--- src/verilog/rcs_defines.vh ---
`ifndef RCS_DEFINES_VH
`define RCS_DEFINES_VH

// Register byte offsets
`define RCS_OFF_CTRL      8'h00
`define RCS_OFF_STATUS    8'h04
`define RCS_OFF_RFRAME    8'h08
`define RCS_OFF_START_MS  8'h0C
`define RCS_OFF_MSG_FRAME 8'h10
`define RCS_OFF_MSG_SEC   8'h14
`define RCS_OFF_FCOUNT    8'h18
`define RCS_OFF_SEL       8'h1C
`define RCS_OFF_NEW       8'h20
`define RCS_OFF_CUR       8'h24

// Field positions
`define RCS_CTRL_ARM      0
`define RCS_CTRL_CLRCNT   1
`define RCS_STAT_PENDING  0
`define RCS_STAT_DONE     1
`define RCS_STAT_LATE     2
`define RCS_DESC_LISTED   16
`define RCS_DESC_TYPE_LO  17
`define RCS_DESC_TYPE_HI  19

// Stream types
`define RCS_TYPE_MSC      3'h0
`define RCS_TYPE_CONTRIB  3'h1
`define RCS_TYPE_FIG      3'h2
`define RCS_TYPE_FIB_ASYN 3'h3
`define RCS_TYPE_FIB_SYNC 3'h4

// Frame scheduling
`define RCS_LEAD_FRAMES   15
`define RCS_DATA_FRAME_COUNT_MOD      5000
`define RCS_MS_PER_SEC    1000
`define RCS_MS_HALF_SEC   500

// Reset values
`define RCS_RST_WORD      32'h00000000

`endif

--- src/verilog/rcs_unused_placeholder_none.v ---
`timescale 1ns/100ps
`default_nettype none
`default_nettype wire

--- src/verilog/rcs_stream_slot.v ---
`timescale 1ns/100ps
`default_nettype none
`include "rcs_defines.vh"

module rcs_stream_slot #(
  parameter LEN_W = 16
) (
  // Clock and reset
  input  wire             sys_clk_in,
  input  wire             rstn_in,
  // Frame timing
  input  wire             frame_in,
  input  wire             hit_r_in,
  input  wire             hit_lead_in,
  // Pending configuration
  input  wire             new_listed_in,
  input  wire [LEN_W-1:0] new_len_in,
  input  wire [2:0]       new_type_in,
  // Configuration in force
  output reg              listed_out,
  output reg  [LEN_W-1:0] len_out,
  output reg  [2:0]       type_out
);

  wire is_msc    = (type_out == `RCS_TYPE_MSC);
  wire is_sync   = (type_out == `RCS_TYPE_FIB_SYNC);
  wire shrinking = !new_listed_in || (new_len_in < len_out);

  // Per-frame update of one stream descriptor
  always @(posedge sys_clk_in or negedge rstn_in) begin
    if (!rstn_in) begin
      listed_out <= 1'b0;
      len_out    <= {LEN_W{1'b0}};
      type_out   <= `RCS_TYPE_MSC;
    end else if (frame_in) begin
      if (hit_r_in) begin
        // Listing and type only move at the instant
        listed_out <= new_listed_in;
        type_out   <= new_type_in;
        if (!listed_out || is_msc)
          len_out <= new_listed_in ? new_len_in : {LEN_W{1'b0}};
      end else if (is_msc && hit_lead_in && listed_out && shrinking) begin
        // Departing stream stays listed but carries nothing; shrinking stream takes its new length
        len_out <= new_listed_in ? new_len_in : {LEN_W{1'b0}};
      end
      // Listed loosely timed streams follow the table any frame but the instant
      if (listed_out && !is_msc && !is_sync && !hit_r_in)
        len_out <= new_len_in;
      // Sync block streams sit on a fixed grid: untouched here
      // Equal lengths give identical frames, so protection-only edits vanish
    end
  end

endmodule // rcs_stream_slot

`default_nettype wire

--- src/verilog/rcs_scheduler.v ---
`timescale 1ns/100ps
`default_nettype none
`include "rcs_defines.vh"

// Notes on behaviour
// - New sub-channel stream appears at frame R
// - Removed stream length drops at R-15
// - Growing stream takes new length at R
// - Shrinking stream takes new length at R-15
// - Leaving stream listed to R-1, length zero
// - Length field changes exactly at scheduled frame
// - Descriptor set changes at frame R
// - Stream count changes only at instant
// - Protection-only change leaves frame unchanged
// - Component-count-only change leaves frame unchanged
// - Contribution and loose streams change any frame but R
// - Synchronous block stream length fixed once listed; listing and type still change at R
// - Request message frame field equals R
// - Request message time rounded to seconds

module rcs_scheduler #(
  parameter N_STREAMS = 8,
  parameter LEN_W     = 16,
  parameter CNT_W     = 16,
  parameter DATA_FRAME_COUNT_MOD  = `RCS_DATA_FRAME_COUNT_MOD
) (
  // Clock and reset
  input  wire                       sys_clk_in,
  input  wire                       rstn_in,
  // Avalon-MM slave
  input  wire [7:0]                 avs_address_in,
  input  wire                       avs_read_in,
  input  wire                       avs_write_in,
  input  wire [31:0]                avs_writedata_in,
  output reg  [31:0]                avs_readdata_out,
  output wire                       avs_waitrequest_out,
  // Frame generator side
  input  wire                       frame_start_in,
  output reg                        frame_valid_out,
  output reg  [CNT_W-1:0]           frame_count_out,
  output wire [N_STREAMS-1:0]       stream_listed_out,
  output wire [N_STREAMS*LEN_W-1:0] stream_length_out,
  output wire [N_STREAMS*3-1:0]     stream_type_out,
  // Reconfiguration request message fields
  output reg  [CNT_W-1:0]           msg_frame_count_out,
  output reg  [31:0]                msg_seconds_out
);

  localparam SEL_W = (N_STREAMS > 1) ? $clog2(N_STREAMS) : 1;
  localparam [CNT_W-1:0] MOD_C  = DATA_FRAME_COUNT_MOD;
  localparam [CNT_W-1:0] LEAD_C = `RCS_LEAD_FRAMES;
  localparam [CNT_W-1:0] ONE_C  = 1;

  // Schedule state
  reg              armed;
  reg              done;
  reg              late;
  reg [CNT_W-1:0]  r_frame;
  reg [31:0]       start_ms;
  reg [SEL_W-1:0]  sel;
  reg              ack;

  // Pending table, one entry per stream
  reg [LEN_W-1:0]  new_len    [0:N_STREAMS-1];
  reg              new_listed [0:N_STREAMS-1];
  reg [2:0]        new_type   [0:N_STREAMS-1];

  wire [LEN_W-1:0] cur_len    [0:N_STREAMS-1];
  wire             cur_listed [0:N_STREAMS-1];
  wire [2:0]       cur_type   [0:N_STREAMS-1];

  // Bus handshake: one wait state per access
  wire req    = avs_read_in | avs_write_in;
  wire wr_go  = avs_write_in & ack;
  // Full word offset, so high addresses never alias onto the control word
  wire [7:0] off = {avs_address_in[7:2], 2'b00};
  assign avs_waitrequest_out = req & ~ack;

  // Frame count of the frame about to be sent
  wire [CNT_W-1:0] next_count = (frame_count_out + ONE_C >= MOD_C) ?
                                {CNT_W{1'b0}} : frame_count_out + ONE_C;

  // R minus lead, wrapped around the count range
  wire [CNT_W-1:0] lead_frame = (r_frame >= LEAD_C) ? r_frame - LEAD_C :
                                r_frame + MOD_C - LEAD_C;
  wire hit_r    = armed & (next_count == r_frame);
  wire hit_lead = armed & (next_count == lead_frame);

  // Rounded seconds of the requested start time
  wire [32:0] ms_round = {1'b0, start_ms} + `RCS_MS_HALF_SEC;
  wire [32:0] secs_w   = ms_round / `RCS_MS_PER_SEC;

  // Frame counter; a write to the clear bit restarts at zero
  always @(posedge sys_clk_in or negedge rstn_in) begin
    if (!rstn_in) begin
      frame_count_out <= {CNT_W{1'b0}};
      frame_valid_out <= 1'b0;
    end else begin
      frame_valid_out <= frame_start_in;
      if (wr_go && off == `RCS_OFF_CTRL && avs_writedata_in[`RCS_CTRL_CLRCNT])
        frame_count_out <= {CNT_W{1'b0}};
      else if (frame_start_in)
        frame_count_out <= next_count;
    end
  end

  // Arm, schedule registers and message fields
  always @(posedge sys_clk_in or negedge rstn_in) begin
    if (!rstn_in) begin
      armed               <= 1'b0;
      done                <= 1'b0;
      late                <= 1'b0;
      r_frame             <= {CNT_W{1'b0}};
      start_ms            <= `RCS_RST_WORD;
      sel                 <= {SEL_W{1'b0}};
      msg_frame_count_out <= {CNT_W{1'b0}};
      msg_seconds_out     <= `RCS_RST_WORD;
    end else begin
      if (wr_go && off == `RCS_OFF_RFRAME && !armed)
        r_frame <= avs_writedata_in[CNT_W-1:0];
      if (wr_go && off == `RCS_OFF_START_MS && !armed)
        start_ms <= avs_writedata_in;
      if (wr_go && off == `RCS_OFF_SEL)
        sel <= avs_writedata_in[SEL_W-1:0];
      // Arming latches the request message fields
      if (wr_go && off == `RCS_OFF_CTRL && avs_writedata_in[`RCS_CTRL_ARM] && !armed) begin
        armed               <= 1'b1;
        msg_frame_count_out <= r_frame;
        msg_seconds_out     <= secs_w[31:0];
      end else if (frame_start_in && hit_r) begin
        armed <= 1'b0;
      end
      // A lead frame seen after arming marks the shrink as on time
      if (frame_start_in && armed && hit_lead)
        late <= 1'b0;
      else if (wr_go && off == `RCS_OFF_CTRL && avs_writedata_in[`RCS_CTRL_ARM] && !armed)
        late <= 1'b1;
      // Done is sticky; a set in the same cycle beats a clear
      if (frame_start_in && hit_r)
        done <= 1'b1;
      else if (wr_go && off == `RCS_OFF_STATUS && avs_writedata_in[`RCS_STAT_DONE])
        done <= 1'b0;
    end
  end

  // Pending table writes and per-stream slots
  genvar g;
  generate
    for (g = 0; g < N_STREAMS; g = g + 1) begin : g_stream
      always @(posedge sys_clk_in or negedge rstn_in) begin
        if (!rstn_in) begin
          new_len[g]    <= {LEN_W{1'b0}};
          new_listed[g] <= 1'b0;
          new_type[g]   <= `RCS_TYPE_MSC;
        end else if (wr_go && off == `RCS_OFF_NEW && sel == g) begin
          new_len[g]    <= avs_writedata_in[LEN_W-1:0];
          new_listed[g] <= avs_writedata_in[`RCS_DESC_LISTED];
          new_type[g]   <= avs_writedata_in[`RCS_DESC_TYPE_HI:`RCS_DESC_TYPE_LO];
        end
      end

      rcs_stream_slot #(
        .LEN_W (LEN_W)
      ) u_slot (
        .sys_clk_in    (sys_clk_in),
        .rstn_in       (rstn_in),
        .frame_in      (frame_start_in),
        .hit_r_in      (hit_r),
        .hit_lead_in   (hit_lead),
        .new_listed_in (new_listed[g]),
        .new_len_in    (new_len[g]),
        .new_type_in   (new_type[g]),
        .listed_out    (cur_listed[g]),
        .len_out       (cur_len[g]),
        .type_out      (cur_type[g])
      );

      assign stream_listed_out[g]                 = cur_listed[g];
      assign stream_length_out[g*LEN_W +: LEN_W] = cur_len[g];
      assign stream_type_out[g*3 +: 3]           = cur_type[g];
    end
  endgenerate

  // Read mux; data is captured in the wait cycle and held for the ack edge
  reg [31:0] rd_mux;
  always @* begin
    rd_mux = 32'h00000000;
    case (off)
      `RCS_OFF_CTRL:      rd_mux[`RCS_CTRL_ARM] = armed;
      `RCS_OFF_STATUS: begin
        rd_mux[`RCS_STAT_PENDING] = armed;
        rd_mux[`RCS_STAT_DONE]    = done;
        rd_mux[`RCS_STAT_LATE]    = late;
      end
      `RCS_OFF_RFRAME:    rd_mux[CNT_W-1:0] = r_frame;
      `RCS_OFF_START_MS:  rd_mux = start_ms;
      `RCS_OFF_MSG_FRAME: rd_mux[CNT_W-1:0] = msg_frame_count_out;
      `RCS_OFF_MSG_SEC:   rd_mux = msg_seconds_out;
      `RCS_OFF_FCOUNT:    rd_mux[CNT_W-1:0] = frame_count_out;
      `RCS_OFF_SEL:       rd_mux[SEL_W-1:0] = sel;
      `RCS_OFF_NEW: begin
        rd_mux[LEN_W-1:0]        = new_len[sel];
        rd_mux[`RCS_DESC_LISTED] = new_listed[sel];
        rd_mux[`RCS_DESC_TYPE_HI:`RCS_DESC_TYPE_LO] = new_type[sel];
      end
      `RCS_OFF_CUR: begin
        rd_mux[LEN_W-1:0]        = cur_len[sel];
        rd_mux[`RCS_DESC_LISTED] = cur_listed[sel];
        rd_mux[`RCS_DESC_TYPE_HI:`RCS_DESC_TYPE_LO] = cur_type[sel];
      end
      default:            rd_mux = 32'h00000000;
    endcase
  end

  // Bus acknowledge and read data register
  always @(posedge sys_clk_in or negedge rstn_in) begin
    if (!rstn_in) begin
      ack              <= 1'b0;
      avs_readdata_out <= `RCS_RST_WORD;
    end else begin
      ack <= req & ~ack;
      if (avs_read_in && !ack)
        avs_readdata_out <= rd_mux;
    end
  end

endmodule // rcs_scheduler

`default_nettype wire

--- config.mk ---
export PLATFORM = sky130hd
export DESIGN_NAME = rcs_scheduler
export DESIGN_NICKNAME = d
export VERILOG_FILES = /design/src/verilog/rcs_unused_placeholder_none.v /design/src/verilog/rcs_stream_slot.v /design/src/verilog/rcs_scheduler.v
export VERILOG_INCLUDE_DIRS = /design/src /design/src/verilog
export SDC_FILE = /design/constraint.sdc
export NUM_CORES = 1
export LEC_CHECK = 0
export BUFFER_PORTS_ARGS = -buffer_cell sky130_fd_sc_hd__buf_2
export CAP_MARGIN = 25
export CORE_MARGIN = 5
export CORE_UTILIZATION = 61
export DETAILED_ROUTE_END_ITERATION = 12
export PLACE_DENSITY = 0.81
export SLEW_MARGIN = 5
export SYNTH_ARGS = -nofsm -noshare
export SYNTH_HDL_FRONTEND = slang
export SYNTH_HIERARCHICAL = 1
export SYNTH_SLANG_ARGS = --single-unit
--- constraint.sdc ---
create_clock -name sys_clk_in -period 20.1 [get_ports sys_clk_in]
set_input_delay 3.015 -clock sys_clk_in [delete_from_list [all_inputs] [get_ports sys_clk_in]]
set_output_delay 3.015 -clock sys_clk_in [all_outputs]
set_load 0.05 [all_outputs]
# == Word level (Yosys, flattened, before mapping) ==
# Index checks and enable logic that the tools add are counted.
# totals
in_bits,45
out_inout_bits,258
regBits,472
elab_cells,346
# op_classes
n_mux,73
n_div,1
eq_ne,34
n_addsub,5
magnitude_cmp,11
reduce_logical,155
bitwise_logic,7
# ops
op,n
$mux W16,48
$lt A16 B16 Y1,8
$bmux W16 S3,2
$pmux W13 S7,1
$logic_and A1 B1 Y1,72
$eq A3 B3 Y1 const B,12
$logic_not A1 Y1,35
$add A32 B9 Y33 const B,1
$div A33 B10 Y33 const B,1
$eq A16 B16 Y1,2
$sub A16 B4 Y16 const B,2
$logic_not A3 Y1,9
$eq A6 B3 Y1 const B,4
$ne A3 B3 Y1 const B,8
$pmux W12 S2,1
$reduce_and A3 Y1,8
$reduce_bool A3 Y1,8
$bmux W3 S3,2
$pmux W2 S9,1
$add A16 B1 Y16 const B,1
$add A16 B13 Y16 const B,1
$ge A16 B13 Y1 const B,1
$ge A16 B4 Y1 const B,1
$logic_or A1 B1 Y1,16
19 further kinds,41

# == Longest topological paths before layout ==
# logic_depth
depth_word,11
mapped_depth,73
ltp_nobuf,61

# == Hierarchy ==
# The synthesis kept the hierarchy.
# by_module_without_submodules
module,area_per_inst_um2,seq_area_each_um2,instances,cells_each
rcs_scheduler,23437.5,7607.3,1,2435
rcs_stream_slot,1278.7,500.5,8,121

# == Worst setup path after synthesis ==
# No wires, ideal clock.
# synth_timing
path_type,register -> register
startpoint,register start_ms[6]
endpoint,register msg_seconds_out[0]
arrival_time_ns,16.443
stages_incl_launch_ff,66
setup_ns,0.122
path_buffers,6
required_ns,19.978
period_less_slack_ns,16.565
setup_slack_ns,3.535
cell_sequence,dfrtp_1 buf_6 or4_1 buf_2 or3_1 a31oi_1 o22ai_1 nor3_4 a21oi_1 or4b_1 o21a_1 mux2_4 nor3_1 mux2_2 nand4_1 o21bai_2 mux2i_2 a31oi_4 [30 not listed] or4_4 o211ai_2 a31oi_2 o31ai_4 mux4_2 nand2_1 o31ai_4 or3_1 a21oi_2 o21ai_2 and4_1 or3_4 a2111oi_4 a2111oi_0 a2111oi_4 mux2i_1 o221ai_1 a32o_1
# synth_via
elab_chain_len,2
# synth_rtl
item,line_no,text
from (decl),rcs_scheduler.v:59,reg [31:0] start_ms;
from (signal assigned),rcs_scheduler.v:114,start_ms <= `RCS_RST_WORD;
from (signal assigned),rcs_scheduler.v:122,start_ms <= avs_writedata_in;
$add A32 B9 Y33 (no source line),n/a,
$div A33 B10 Y33 (no source line),n/a,
to (signal assigned),rcs_scheduler.v:117,msg_seconds_out <= `RCS_RST_WORD;
to (signal assigned),rcs_scheduler.v:129,msg_seconds_out <= secs_w[31:0];
to (decl),rcs_scheduler.v:46,output reg [31:0] msg_seconds_out
# Every way passes these cells.
# A chain may end at the register's enable or synchronous reset.

# == Final worst setup path ==
# Ends and elaborated chain as after synthesis.

==> flow_summary.ini <==
[status]
status = completed

[layout]
seqCellArea_um2 = 11600
area_delta_synth_final_pct = 11.1
drive_above_1_share = 0.296
final_cell_area_um2 = 37400
num-nets-final = 3780
fillers = 4164
multi_input_area_um2 = 20700

[synth]
syn_area_um2 = 33700
yosysWarningCount = 6
ys.flop_type = dfrtp_1
synth_cell_types = 122
yosysTopAreaCell = dfrtp_1
synth_seq_cells = 464
syn-mean-instance-area_um2 = 9.89
synthTopCellsByArea = dfrtp_1, mux2_2, mux4_2
syn_inst = 3403
synth-async-reset-ratio = 1.00
yosys.area.top_type_share = 0.345
synth_edf_count = 0
synth.yosys.seq_area_share = 0.345

[sta]
tightestPinTransition_ns = 1.13
finClkSkew_ns = 0.0509
fin_crit_ns = 19.11
tns_ns = 0
slew_viol_final = 0
finalSetupViolCount = 0
slew_headroom = 0.248
finalHoldViolCount = 0
fin_ws_ns = 0.985
min_period_over_period = 0.951
timing.fmax_ghz = 0.0523

[placement]
port_buffers = 292
dp_slack_ns = 0.476
gp_congestion = 0.976
dpl.hpwl_mm = 82.9
placed_area_um2 = 35500

[critical_path]
critPathLaunchType = flop
crit_fanout = 16
worstPathArrival_ns = 19.58
crit_slowest_cell = or4_1
path_class = flop to flop
cp_slowest_stage_delay_ns = 0.79
crit_required_ns = 20.57
end_kind = flop

[power_and_ir_drop]
power_density_nw_per_um2 = 105
finalPower_mw = 3.92
ir_drop_mv = 0.169
p_leak_nw = 17.0

[hold_path]
hp-class = flop to flop

[drt]
num_vias = 30100
wire_per_inst_um = 26.3
drtPass1Iterations = 6
via_per_inst = 6.90
wl_met3_mm = 12.6
drt_iter0_drc = 3366
top_layer = met5
met1_length_mm = 42.5
met2_length_mm = 50.6
drc = 0
postRouteAntennaNets = 0
wirelength_mm = 115

[clocking]
cts_htree_levels = 2
cts_tree = done
cts.path.max_buffers = 3
cts_num_sinks = 464
hold_buffers = 0
cts.clk_slew.worst_paths_ns = 0.06
cts_made_buffers = 50
clk_latency_ns = 0.62
root_buffer = clkbuf_16

[die]
fp.dieArea_um2 = 60000
io-pin-count = 303
die_w_um = 245
core_um2 = 54900
fp.dieH_um = 245
start_util = 0.613
std_cell_rows = 86

[global_routing]
antenna_found_initial = 9
grt_remaining_overflow = 0
grt_pass1_wl_mm = 174
grt_max_degree = 171
grt_usage = 0.371
grt_pass1_vias = 28700

[run]
max-cap-violations = 0
-- final timing paths --
path | startpoint | to | slack, ns | depth (start not counted)
max | start_ms[6] | msg_seconds_out[0] | 0.99 | 60
min | avs_readdata_out[30] | avs_readdata_out[30] | 0.46 | 2
max reg2reg | start_ms[6] | msg_seconds_out[0] | 0.99 | 60
min reg2reg | avs_readdata_out[30] | avs_readdata_out[30] | 0.46 | 2
max in group asynchronous | rstn_in | msg_frame_count_out[10] | 15.50 | 3
min in group asynchronous | rstn_in | g_stream[5].u_slot/len_out[13] | 2.42 | 1
-- flip-flops by register name, summed over array words and instances (netlist names) --
| signal | cells |
|---|---|
| armed | 1 |
| msg_frame_count_out | 16 |
| new_listed | 8 |
| new_len | 128 |
| ack | 1 |
| msg_seconds_out | 24 |
| g_stream.u_slot/type_out | 24 |
| frame_valid_out | 1 |
| sel | 3 |
| g_stream.u_slot/listed_out | 8 |
| start_ms | 32 |
| frame_count_out | 16 |
| new_type | 24 |
| r_frame | 16 |
| g_stream.u_slot/len_out | 128 |
| avs_readdata_out | 32 |
| late | 1 |
| done | 1 |
-- cell usage after synthesis, types with 12 or more instances --
cell type,instances
dfrtp_1,464
nand2_1,304
mux2_2,268
nor2_1,225
a21oi_1,187
inv_1,131
o21ai_0,131
a22o_2,128
ha_1,124
clkbuf_1,117
mux2i_1,92
nand3_1,92
xnor2_1,91
nor3_1,83
mux4_2,82
xor2_1,44
and3_1,38
a31oi_1,33
and2_1,33
nand4_1,33
o22ai_1,33
buf_1,32
nor4_1,27
nand2b_1,25
o31ai_1,24
nor3_2,23
buf_6,20
o21a_1,18
a21o_1,17
a22o_1,16
buf_2,16
nor2b_1,15
o211ai_1,15
a211o_1,14
a22oi_1,14
nand4b_1,14
or3_1,14
nand3b_1,13
o21bai_1,13
or2_2,13
and4_1,12
or2_1,12
-- report_power, final --
group          leakage [nW]  total (mW)  internal (mW)  switching [mW]
registers              6.42        1.02          0.960          0.0586
clock network         0.836       0.949          0.541           0.408
logic                  9.71        1.95          0.746            1.21
total                  17.0        3.92           2.25            1.67
-- cell families (layout without fill, tap and decap cells) --
logic type,Yosys count,after routing,synth area share
and+or+nand+nor,1037,1037,0.160
AOI/OAI and AO/OA,846,847,0.192
DFF,464,464,0.345
muxes,448,448,0.174
buffers and inverters,337,578,0.0442
xor gates and xnor gates,137,137,0.0361
adders and majority gates,133,133,0.0488
other,1,12,0.000111
-- metrics by stage --
step | hold WS [ns] | util | std cells
after detailed placement | 0.451 | 0.647 | 4253
after global placement | 0.443 | 0.647 | 4253
after global routing | 0.493 | 0.681 | 4357
after CTS | 0.465 | 0.677 | 4346
final | 0.458 | 0.682 | 4360
after floorplan | 0.463 | - | 3410
-- critical path, delay by kind of cell, from the launching register on --
| kind | cells | cell delay (ns) |
|---|---|---|
| AO/OA/AOI/OAI | 38 | 10.72 |
| XOR/XNOR | 1 | 0.32 |
| buffers and inverters | 1 | 0.19 |
| flip-flops | 1 | 0.53 |
| multiplexers | 4 | 1.56 |
| AND/OR/NAND/NOR | 16 | 5.65 |
-- placed cells by master (no fill, tap or decap), types with 81 or more instances in the layout --
cell / count
nand3_1: 92
ha_1: 124
a22o_2: 128
dfrtp_1: 462
o21ai_0: 130
xnor2_1: 91
inv_1: 131
nor3_1: 81
mux2_2: 268
a21oi_1: 183
nor2_1: 223
mux2i_1: 90
nand2_1: 303
buf_2: 291
mux4_2: 82
-- area by class of cell --
class / count / share of cell area
repair buffers: 352 / 0.0530
clock inverters: 22 / 0.00529
multi-input cells: 2610 / 0.554
inverters: 133 / 0.0133
diodes: 4 / 0.000268
clock buffers: 71 / 0.0396
flip-flops and latches: 464 / 0.311
well taps: 704 / 0.0236
-- layer usage --
metal / GRT usage / up-vias
li1: - / 13100
met1: 0.470 / 14700
met2: 0.564 / 1760
met3: 0.104 / 447
met4: 0.232 / 10
met5: 0 / -
-- repair_timing --
action,in CTS,in global routing
setup endpoints to repair,0,3
resized for setup,0,18
hold endpoints to repair,0,0
setup buffers,0,5
(Power assumes the default switching activity.)
